**config.mk**
```make
export PLATFORM = sky130hd
export DESIGN_NAME = bus_master
export DESIGN_NICKNAME = d
export VERILOG_FILES = /design/src/include/bus_master_pkg.sv /design/src/rtl/bus_master.sv /design/src/rtl/pin_sync.sv
export VERILOG_INCLUDE_DIRS = /design/src /design/src/include
export SDC_FILE = /design/constraint.sdc
export NUM_CORES = 1
export LEC_CHECK = 0
export BUFFER_PORTS_ARGS = -buffer_cell sky130_fd_sc_hd__buf_4
export CAP_MARGIN = 20
export CORE_MARGIN = 2
export CORE_UTILIZATION = 30
export CTS_CLUSTER_DIAMETER = 30
export DETAILED_ROUTE_END_ITERATION = 8
export GPL_TIMING_DRIVEN = 1
export HOLD_SLACK_MARGIN = 0.03
export PLACE_DENSITY = 0.48
export REMOVE_ABC_BUFFERS = 1
export SETUP_SLACK_MARGIN = 0.2
export SYNTH_ARGS = -nofsm -noshare
export SYNTH_HDL_FRONTEND = slang
export SYNTH_SLANG_ARGS = --single-unit
export TNS_END_PERCENT = 100
```
**constraint.sdc**
```tcl
create_clock -name clk_i -period 4.1 [get_ports clk_i]
set_input_delay 0 -clock clk_i [delete_from_list [all_inputs] [get_ports clk_i]]
set_output_delay 0 -clock clk_i [all_outputs]
set_load 0.005 [all_outputs]
```
**src/include/bus_master_regs.svh**
```systemverilog
// Notes on behaviour
// - a master gets the bus through processor arbitration before driving any cycle.
// - first cycle starts only once sync strobe and slave reply are both negated.
// - every cycle runs address phase, then data phase, then termination.
// - word read, word write and byte write cycles are supported.
// - locked read-modify-write: read a word, write back word or byte.
// - block read and block write move successive words in one addressing sequence.
// - line 16 is address bit, then memory-error data in data phase.
// - line 17 is address bit, then memory-error logic enable in data phase.
// - interrupt requesters use the level-five and level-six request lines.
// - masters avoid long bursts so refresh completes at least every 1.6 ms; here a due refresh waits behind any command or block sequence.
`ifndef BUS_MASTER_REGS_SVH
`define BUS_MASTER_REGS_SVH

// ----------------------------------------
// widths and line positions
// ----------------------------------------
`define ADDR_W 22
`define DATA_W 16
`define ERR_DATA_BIT 16
`define ERR_EN_BIT 17

// ----------------------------------------
// timing
// ----------------------------------------
`define CLK_PERIOD_NS 100
`define REPLY_TIMEOUT_NS 10000
`define REPLY_TIMEOUT_CYC (`REPLY_TIMEOUT_NS / `CLK_PERIOD_NS)
`define REFRESH_PERIOD_US 1600
`define REFRESH_CYC ((`REFRESH_PERIOD_US * 1000) / `CLK_PERIOD_NS)

`endif

```
**src/include/bus_master_pkg.sv**
```systemverilog
package bus_master_pkg;

    typedef enum logic [2:0] {
        word_read_cycle = 3'h0,
        word_write_cycle = 3'h1,
        byte_write_cycle = 3'h2,
        word_rmw_cycle = 3'h3,
        byte_rmw_cycle = 3'h4,
        block_read_cycle = 3'h5,
        block_write_cycle = 3'h6
    } cycle_kind_t;

    typedef enum logic [3:0] {
        s_idle = 4'h0,
        s_req = 4'h1,
        s_addr = 4'h2,
        s_ahold = 4'h3,
        s_rd_wait = 4'h4,
        s_rd_end = 4'h5,
        s_wr_set = 4'h6,
        s_wr_wait = 4'h7,
        s_wr_end = 4'h8,
        s_blk_wait = 4'h9,
        s_term = 4'ha
    } state_t;

    typedef struct packed {
        cycle_kind_t kind;
        logic [21:0] addr;
        logic [15:0] data;
        logic last;
    } cmd_t;

    typedef struct packed {
        logic [15:0] data;
        logic mem_err;
        logic timeout;
    } rsp_t;

endpackage : bus_master_pkg

```
**src/rtl/bus_master.sv**
```systemverilog
`include "bus_master_regs.svh"

module bus_master #(
    parameter int REFRESH_CYCLES = `REFRESH_CYC
) (
    // clock and reset
    input wire logic clk_i,
    input wire logic rst_b_i,
    // user command side
    input wire logic cmd_valid_i,
    input wire bus_master_pkg::cmd_t cmd_i,
    output logic cmd_ready_o,
    output logic rsp_valid_o,
    output bus_master_pkg::rsp_t rsp_o,
    input wire logic [1:0] irq_req_i,
    // arbitration
    output logic bus_req_o,
    input wire logic bus_grant_i,
    // backplane lines
    input wire logic slave_reply_i,
    input wire logic [21:0] dal_i,
    output logic [21:0] dal_o,
    output logic [21:0] dal_oe_b_o,
    output logic cycle_sync_strobe_o,
    output logic read_data_in_strobe_o,
    output logic write_data_out_strobe_o,
    output logic write_byte_qual_o,
    output logic refresh_qualifier_o,
    output logic irq_level_five_o,
    output logic irq_level_six_o
);
    import bus_master_pkg::*;

    localparam logic [7:0] TIMEOUT_LAST = 8'(`REPLY_TIMEOUT_CYC - 1);
    localparam logic [15:0] REFRESH_LAST = 16'(REFRESH_CYCLES - 1);

    state_t state;
    cmd_t cur;
    logic refr_cycle;
    logic grant_s;
    logic reply_s;
    logic [21:0] dal_s;
    logic [7:0] wait_cnt;
    logic timed_out;
    logic [15:0] refr_cnt;
    logic refresh_due;
    logic refr_start;

    // ----------------------------------------
    // pin synchronisers
    // ----------------------------------------
    pin_sync #(.W(24)) u_sync (
        .clk_i(clk_i),
        .rst_b_i(rst_b_i),
        .pin_i({bus_grant_i, slave_reply_i, dal_i}),
        .level_o({grant_s, reply_s, dal_s})
    );

    function automatic logic is_read(input cycle_kind_t k);
        return k == word_read_cycle || k == word_rmw_cycle || k == byte_rmw_cycle
            || k == block_read_cycle;
    endfunction : is_read

    function automatic logic is_byte(input cycle_kind_t k);
        return k == byte_write_cycle || k == byte_rmw_cycle;
    endfunction : is_byte

    function automatic logic [15:0] lane(input cmd_t c);
        if (is_byte(c.kind)) begin
            return c.addr[0] ? {c.data[7:0], 8'h00} : {8'h00, c.data[7:0]};
        end
        return c.data;
    endfunction : lane

    // ----------------------------------------
    // reply wait timer
    // ----------------------------------------
    always_ff @(posedge clk_i or negedge rst_b_i) begin
        if (!rst_b_i) begin
            wait_cnt <= 8'h00;
        end else if (state == s_rd_wait || state == s_wr_wait || state == s_rd_end
                || state == s_wr_end) begin
            if (reply_s != (state == s_rd_end || state == s_wr_end)) begin
                wait_cnt <= 8'h00;
            end else begin
                wait_cnt <= wait_cnt + 8'h01;
            end
        end else begin
            wait_cnt <= 8'h00;
        end
    end
    assign timed_out = (wait_cnt == TIMEOUT_LAST);

    // ----------------------------------------
    // refresh interval timer
    // ----------------------------------------
    assign refr_start = (state == s_idle) && refresh_due && !(cmd_ready_o && cmd_valid_i);

    always_ff @(posedge clk_i or negedge rst_b_i) begin
        if (!rst_b_i) begin
            refr_cnt <= 16'h0000;
            refresh_due <= 1'b0;
        end else begin
            if (refr_cnt == REFRESH_LAST) begin
                refr_cnt <= 16'h0000;
                refresh_due <= 1'b1;
            end else begin
                refr_cnt <= refr_cnt + 16'h0001;
                if (refr_start) begin
                    refresh_due <= 1'b0;
                end
            end
        end
    end

    // ----------------------------------------
    // interrupt request lines
    // ----------------------------------------
    always_ff @(posedge clk_i or negedge rst_b_i) begin
        if (!rst_b_i) begin
            irq_level_five_o <= 1'b0;
            irq_level_six_o <= 1'b0;
        end else begin
            irq_level_five_o <= irq_req_i[0];
            irq_level_six_o <= irq_req_i[1];
        end
    end

    // ----------------------------------------
    // cycle sequencer
    // ----------------------------------------
    always_ff @(posedge clk_i or negedge rst_b_i) begin
        if (!rst_b_i) begin
            state <= s_idle;
            cur <= '0;
            refr_cycle <= 1'b0;
            cmd_ready_o <= 1'b1;
            rsp_valid_o <= 1'b0;
            rsp_o <= '0;
            bus_req_o <= 1'b0;
            dal_o <= 22'h000000;
            dal_oe_b_o <= 22'h3fffff;
            cycle_sync_strobe_o <= 1'b0;
            read_data_in_strobe_o <= 1'b0;
            write_data_out_strobe_o <= 1'b0;
            write_byte_qual_o <= 1'b0;
            refresh_qualifier_o <= 1'b0;
        end else begin
            rsp_valid_o <= 1'b0;
            unique case (state)
                s_idle: begin
                    if (cmd_ready_o && cmd_valid_i) begin
                        cur <= cmd_i;
                        refr_cycle <= 1'b0;
                        rsp_o <= '0;
                        cmd_ready_o <= 1'b0;
                        state <= s_req;
                    end else if (refresh_due) begin
                        cur <= '0;
                        refr_cycle <= 1'b1;
                        cmd_ready_o <= 1'b0;
                        state <= s_req;
                    end
                end
                s_req: begin
                    bus_req_o <= 1'b1;
                    if (grant_s && !reply_s && !cycle_sync_strobe_o) begin
                        bus_req_o <= 1'b0;
                        dal_o <= cur.addr;
                        dal_oe_b_o <= 22'h000000;
                        write_byte_qual_o <= !is_read(cur.kind) && !refr_cycle;
                        refresh_qualifier_o <= refr_cycle;
                        state <= s_addr;
                    end
                end
                s_addr: begin
                    cycle_sync_strobe_o <= 1'b1;
                    state <= s_ahold;
                end
                s_ahold: begin
                    dal_oe_b_o <= 22'h3fffff;
                    write_byte_qual_o <= is_byte(cur.kind);
                    if (is_read(cur.kind) || refr_cycle) begin
                        read_data_in_strobe_o <= 1'b1;
                        state <= s_rd_wait;
                    end else begin
                        dal_o <= {6'h00, lane(cur)};
                        dal_oe_b_o <= 22'h3f0000;
                        state <= s_wr_set;
                    end
                end
                s_rd_wait: begin
                    if (reply_s) begin
                        rsp_o.data <= dal_s[15:0];
                        rsp_o.mem_err <= dal_s[`ERR_DATA_BIT] & dal_s[`ERR_EN_BIT];
                        read_data_in_strobe_o <= 1'b0;
                        state <= s_rd_end;
                    end else if (timed_out) begin
                        rsp_o.timeout <= 1'b1;
                        read_data_in_strobe_o <= 1'b0;
                        state <= s_term;
                    end
                end
                s_rd_end: begin
                    if (timed_out) begin
                        rsp_o.timeout <= 1'b1;
                        state <= s_term;
                    end else if (!reply_s) begin
                        if (!refr_cycle && (cur.kind == word_rmw_cycle
                                || cur.kind == byte_rmw_cycle)) begin
                            dal_o <= {6'h00, lane(cur)};
                            dal_oe_b_o <= 22'h3f0000;
                            state <= s_wr_set;
                        end else if (!refr_cycle && cur.kind == block_read_cycle
                                && !cur.last) begin
                            rsp_valid_o <= 1'b1;
                            cmd_ready_o <= 1'b1;
                            state <= s_blk_wait;
                        end else begin
                            state <= s_term;
                        end
                    end
                end
                s_wr_set: begin
                    write_data_out_strobe_o <= 1'b1;
                    state <= s_wr_wait;
                end
                s_wr_wait: begin
                    if (reply_s || timed_out) begin
                        rsp_o.timeout <= !reply_s;
                        write_data_out_strobe_o <= 1'b0;
                        state <= reply_s ? s_wr_end : s_term;
                    end
                end
                s_wr_end: begin
                    if (timed_out) begin
                        rsp_o.timeout <= 1'b1;
                        state <= s_term;
                    end else if (!reply_s) begin
                        dal_oe_b_o <= 22'h3fffff;
                        if (cur.kind == block_write_cycle && !cur.last) begin
                            rsp_valid_o <= 1'b1;
                            cmd_ready_o <= 1'b1;
                            state <= s_blk_wait;
                        end else begin
                            state <= s_term;
                        end
                    end
                end
                s_blk_wait: begin
                    if (cmd_valid_i) begin
                        cmd_ready_o <= 1'b0;
                        cur.data <= cmd_i.data;
                        cur.last <= cmd_i.last;
                        rsp_o <= '0;
                        if (cur.kind == block_read_cycle) begin
                            read_data_in_strobe_o <= 1'b1;
                            state <= s_rd_wait;
                        end else begin
                            dal_o <= {6'h00, cmd_i.data};
                            dal_oe_b_o <= 22'h3f0000;
                            state <= s_wr_set;
                        end
                    end
                end
                s_term: begin
                    cycle_sync_strobe_o <= 1'b0;
                    dal_oe_b_o <= 22'h3fffff;
                    write_byte_qual_o <= 1'b0;
                    refresh_qualifier_o <= 1'b0;
                    rsp_valid_o <= !refr_cycle;
                    cmd_ready_o <= 1'b1;
                    state <= s_idle;
                end
                default: begin
                    state <= s_idle;
                end
            endcase
        end
    end

    // ----------------------------------------
    // checks
    // ----------------------------------------
    chk_grant_before_sync:
    assert property (@(posedge clk_i) disable iff (!rst_b_i)
        $rose(cycle_sync_strobe_o) |-> $past(grant_s, 2))
        else $error("sync strobe raised without bus grant");

    chk_idle_before_start:
    assert property (@(posedge clk_i) disable iff (!rst_b_i)
        $rose(cycle_sync_strobe_o) |-> $past(!reply_s, 2))
        else $error("cycle started while reply still asserted");

    chk_addr_before_data:
    assert property (@(posedge clk_i) disable iff (!rst_b_i)
        $rose(cycle_sync_strobe_o) |-> dal_oe_b_o == 22'h000000 ##1 dal_oe_b_o[17:16] == 2'b11)
        else $error("address phase not held across sync edge");

    chk_strobe_in_cycle:
    assert property (@(posedge clk_i) disable iff (!rst_b_i)
        (read_data_in_strobe_o || write_data_out_strobe_o) |-> cycle_sync_strobe_o)
        else $error("data strobe outside sync strobe");

    chk_read_lines_free:
    assert property (@(posedge clk_i) disable iff (!rst_b_i)
        read_data_in_strobe_o |-> dal_oe_b_o == 22'h3fffff)
        else $error("lines driven during read data phase");

    chk_write_data_setup:
    assert property (@(posedge clk_i) disable iff (!rst_b_i)
        $rose(write_data_out_strobe_o) |-> $past(dal_oe_b_o[15:0]) == 16'h0000
            && dal_o[15:0] == lane(cur))
        else $error("write strobe without data set up");

    chk_rmw_locked:
    assert property (@(posedge clk_i) disable iff (!rst_b_i)
        (state == s_rd_end && !reply_s && !timed_out && !refr_cycle
            && (cur.kind == word_rmw_cycle || cur.kind == byte_rmw_cycle))
        |=> state == s_wr_set && cycle_sync_strobe_o ##1 write_data_out_strobe_o)
        else $error("rmw write-back not locked under sync");

    chk_block_hold:
    assert property (@(posedge clk_i) disable iff (!rst_b_i)
        state == s_blk_wait |-> cycle_sync_strobe_o && cmd_ready_o)
        else $error("block sequence dropped sync");

    chk_err_lines_free:
    assert property (@(posedge clk_i) disable iff (!rst_b_i)
        (read_data_in_strobe_o || write_data_out_strobe_o) |-> dal_oe_b_o[17:16] == 2'b11)
        else $error("error lines driven in data phase");

    chk_ext_addr_bits:
    assert property (@(posedge clk_i) disable iff (!rst_b_i)
        $rose(cycle_sync_strobe_o) |-> dal_o[17:16] == cur.addr[17:16])
        else $error("extended address bits wrong at sync");

    chk_irq_follow:
    assert property (@(posedge clk_i) disable iff (!rst_b_i)
        irq_req_i == 2'b10 |=> irq_level_six_o && !irq_level_five_o)
        else $error("irq level lines do not follow request");

    chk_refresh_read_only:
    assert property (@(posedge clk_i) disable iff (!rst_b_i)
        refresh_qualifier_o |-> !write_data_out_strobe_o && !rsp_valid_o)
        else $error("refresh qualifier on a write or reported cycle");

endmodule : bus_master

```
**src/rtl/pin_sync.sv**
```systemverilog
module pin_sync #(
    parameter int W = 1
) (
    // clock and reset
    input wire logic clk_i,
    input wire logic rst_b_i,
    // pins in, settled copy out
    input wire logic [W-1:0] pin_i,
    output logic [W-1:0] level_o
);

    logic [W-1:0] ff1;
    logic [W-1:0] ff2;
    logic [W-1:0] ff3;

    // ----------------------------------------
    // three stages, change taken when two agree
    // ----------------------------------------
    always_ff @(posedge clk_i or negedge rst_b_i) begin
        if (!rst_b_i) begin
            ff1 <= '0;
            ff2 <= '0;
            ff3 <= '0;
            level_o <= '0;
        end else begin
            ff1 <= pin_i;
            ff2 <= ff1;
            ff3 <= ff2;
            for (int i = 0; i < W; i++) begin
                if (ff2[i] == ff3[i]) begin
                    level_o[i] <= ff3[i];
                end
            end
        end
    end

endmodule : pin_sync

```
==> results.json <==
{
  "hold_slack_ns": 0.101,
  "reg2regPathDepth": 6,
  "grtUsageTotal": 0.143,
  "status": "complete, no violations",
  "timing.rr.start": "state[2]",
  "leakagePower_nw": 5.46,
  "die_area_mm2": 0.0288,
  "cp-end-kind": "register",
  "clk_path_buf_depth": 3,
  "ios": 143,
  "synth.top_cells.by_count": "dfrtp_1, nand2_1, a22o_1",
  "yosysWarnings": 0,
  "grt_pass1_vias": 6231,
  "drc_errors": 0,
  "hp-start": "dal_i[6]",
  "first_pass_iters": 4,
  "min_path_cells": 2,
  "routed_wl_um": 20000,
  "cts_made_buffers": 49,
  "wl_per_cell_um": 15.7,
  "crit_slowest_cell": "or4_1",
  "tns_ns": 0,
  "synth_ff_type": "dfrtp_1",
  "syn_to_final_growth_pct": 44.9,
  "postRouteAntennaNets": 0,
  "vdd_drop_max_mv": 0.348,
  "worstReg2RegEnd": "cur[16]",
  "max-slew-margin-rel": 0.352,
  "cts_sinks": 204,
  "wl_met3_um": 1040,
  "post_cts_buffers": 0,
  "r2r_slack_ns": 1.39,
  "ys_ff_latch": 204,
  "design_area_mm2": 0.0119,
  "io_buffers": 138,
  "wl_met2_um": 9300,
  "crit_fanout": 24,
  "maxCapViolCount": 0,
  "via_per_inst": 4.62,
  "clk_pin_slew_worst_paths_ns": 0.05,
  "cp_slowest_stage_delay_ns": 0.69,
  "yosys.cell_count.top_type": "dfrtp_1",
  "nNetsFinal": 964,
  "startpoint": "state[2]",
  "yosysTopAreaCellShare": 0.611,
  "insertion_delay_ns": 0.55,
  "drt_iter0_markers": 300,
  "grt_max_degree": 112,
  "worstPathArrival_ns": 3.11,
  "maxSlewViolCount": 0,
  "path_buf_inv": 1,
  "yosysUniqueCellTypes": 60,
  "place_area_mm2": 0.00953,
  "diodes": 0,
  "coreArea_mm2": 0.0270,
  "critical_path.startpoint_type": "register",
  "synth.avg_cell_area_um2": 12.2,
  "hold_path_class": "input pin to register",
  "hold_end": "u_sync.ff1[6]",
  "setup_viol": 0,
  "rows": 60,
  "fin_worst_skew_ns": 0.0233,
  "critical_path_class": "register to register",
  "grt_first_pass_wirelength_um": 33100,
  "setup_ws_ns": 1.39,
  "syn_area_mm2": 0.00823,
  "drive_above_1_share": 0.271,
  "wl_met1_um": 9060,
  "top_layer_used": "met4",
  "antenna_found_initial": 0,
  "finalCriticalPeriod_ns": 2.71,
  "die_w_um": 170,
  "synth_area_leaders": "dfrtp_1, a22o_1, mux2i_1",
  "die_y_um": 170,
  "path_cells": "or4_1, or3_1, a221oi_2, buf_4, nor2_2, mux2i_1",
  "synth_edf_count": 0,
  "worst_pin_slew_ns": 0.973,
  "place_ws_ns": 1.38,
  "rsz0062_at_grt": "false",
  "cts_tree": "done",
  "max_freq_ghz": 0.369,
  "clockRootBuffer": "clkbuf_16",
  "globalplace.congestion": 0.790,
  "power_density_mw_per_mm2": 766,
  "hpwlAfterDp_um": 12300,
  "final.period_utilization": 0.662,
  "cts_max_level": 2,
  "hold_viol_final": 0,
  "synthArstFlopShare": 1.00,
  "vias": 5870,
  "initial_core_util": 0.305,
  "ys_seq_area_frac": 0.621,
  "cp.depth": 6,
  "crit_required_ns": 4.50,
  "grt.overflow.total": 0,
  "cts_resized": 0,
  "yosys.area.top_type": "dfrtp_1",
  "critPathTopFamily": "simple AND/OR/NAND/NOR gates",
  "power.total_w": 0.00913,
  "postSynthCellCount": 676
}
[what timing repair did]
action | CTS | global route
hold buffers | 66 | 0
hold endpoints to repair | 176 | 0
endpoints found under the setup margin | 0 | 0
[cells in the final DEF, fill, tap and decap left out, drive strengths merged, types with 13 or more instances in the layout]
| cell type | instances |
|---|---|
| xnor2 | 13 |
| clkbuf | 64 |
| dfrtp | 201 |
| nand2 | 54 |
| a22o | 50 |
| a21oi | 18 |
| o21ai | 15 |
| dlygate4sd3 | 66 |
| buf | 148 |
| mux2i | 40 |
| maj3 | 20 |
| inv | 42 |
| nor2 | 39 |
[area by class of cell]
class	count	area (um2)
multi-input combinational	383	2710
tap	341	427
clock buffer	63	1330
clock inverter	27	402
sequential	204	5110
inverter	38	143
fill	2492	15000
timing repair buffer	215	1800
[per-layer routing]
layer  GRT usage  vias up
met5           0        -
met4      0.0602        0
met3      0.0306       41
met2       0.224      144
met1       0.192     2866
li1            -     2819
[worst max-delay path by stage]
stage          endpoint  slack, ns
2_1_floorplan  dal_o[0]       1.22
3_3_place_gp    cur[10]       1.39
3_5_place_dp    cur[10]       1.38
4_1_cts         cur[16]       1.39
5_1_grt          cur[9]       1.22
6_report        cur[16]       1.39
[flip-flops by register name, indices dropped and copies added, names as in the netlist, 2 cells and up]
| signal | cells |
|---|---|
| dal_oe_b_o | 2 |
| rsp_o | 18 |
| wait_cnt | 8 |
| u_sync.level_o | 20 |
| refr_cnt | 16 |
| u_sync.ff1 | 20 |
| cur | 42 |
| state | 4 |
| u_sync.ff3 | 20 |
| u_sync.ff2 | 20 |
| dal_o | 22 |
[metrics by stage]
stage                     utilization  cells
after floorplan                     -    625
after global placement          0.353   1115
after detailed placement        0.353   1115
after CTS                       0.442   1271
after global routing            0.442   1271
final                           0.442   1271
[cell families (layout without fill, tap and decap cells)]
group / after synthesis / after routing / share of synthesized area
buffers and inverters: 89 / 343 / 0.0516
xor gates and xnor gates: 24 / 24 / 0.0256
muxes: 45 / 45 / 0.0560
adders and majority gates: 22 / 22 / 0.0274
AOI/OAI and AO/OA: 136 / 136 / 0.127
and+or+nand+nor: 156 / 156 / 0.0917
DFF: 204 / 204 / 0.621
[worst reg2reg max path, cell delays in order (launching register included)]
cell	delay, ns
dfrtp_1	0.66
or4_1	0.70
or3_1	0.37
a221oi_2	0.26
buf_4	0.28
nor2_2	0.17
mux2i_1	0.15
[where the power goes]
part / internal [W] / leakage, nW / switching [W]
Sequential: 0.00246 / 2.54 / 0.000389
Clock: 0.00274 / 0.818 / 0.00122
Combinational: 0.00119 / 2.10 / 0.00114
Total: 0.00638 / 5.46 / 0.00275
No activity file was read; power rests on OpenSTA's default activity.
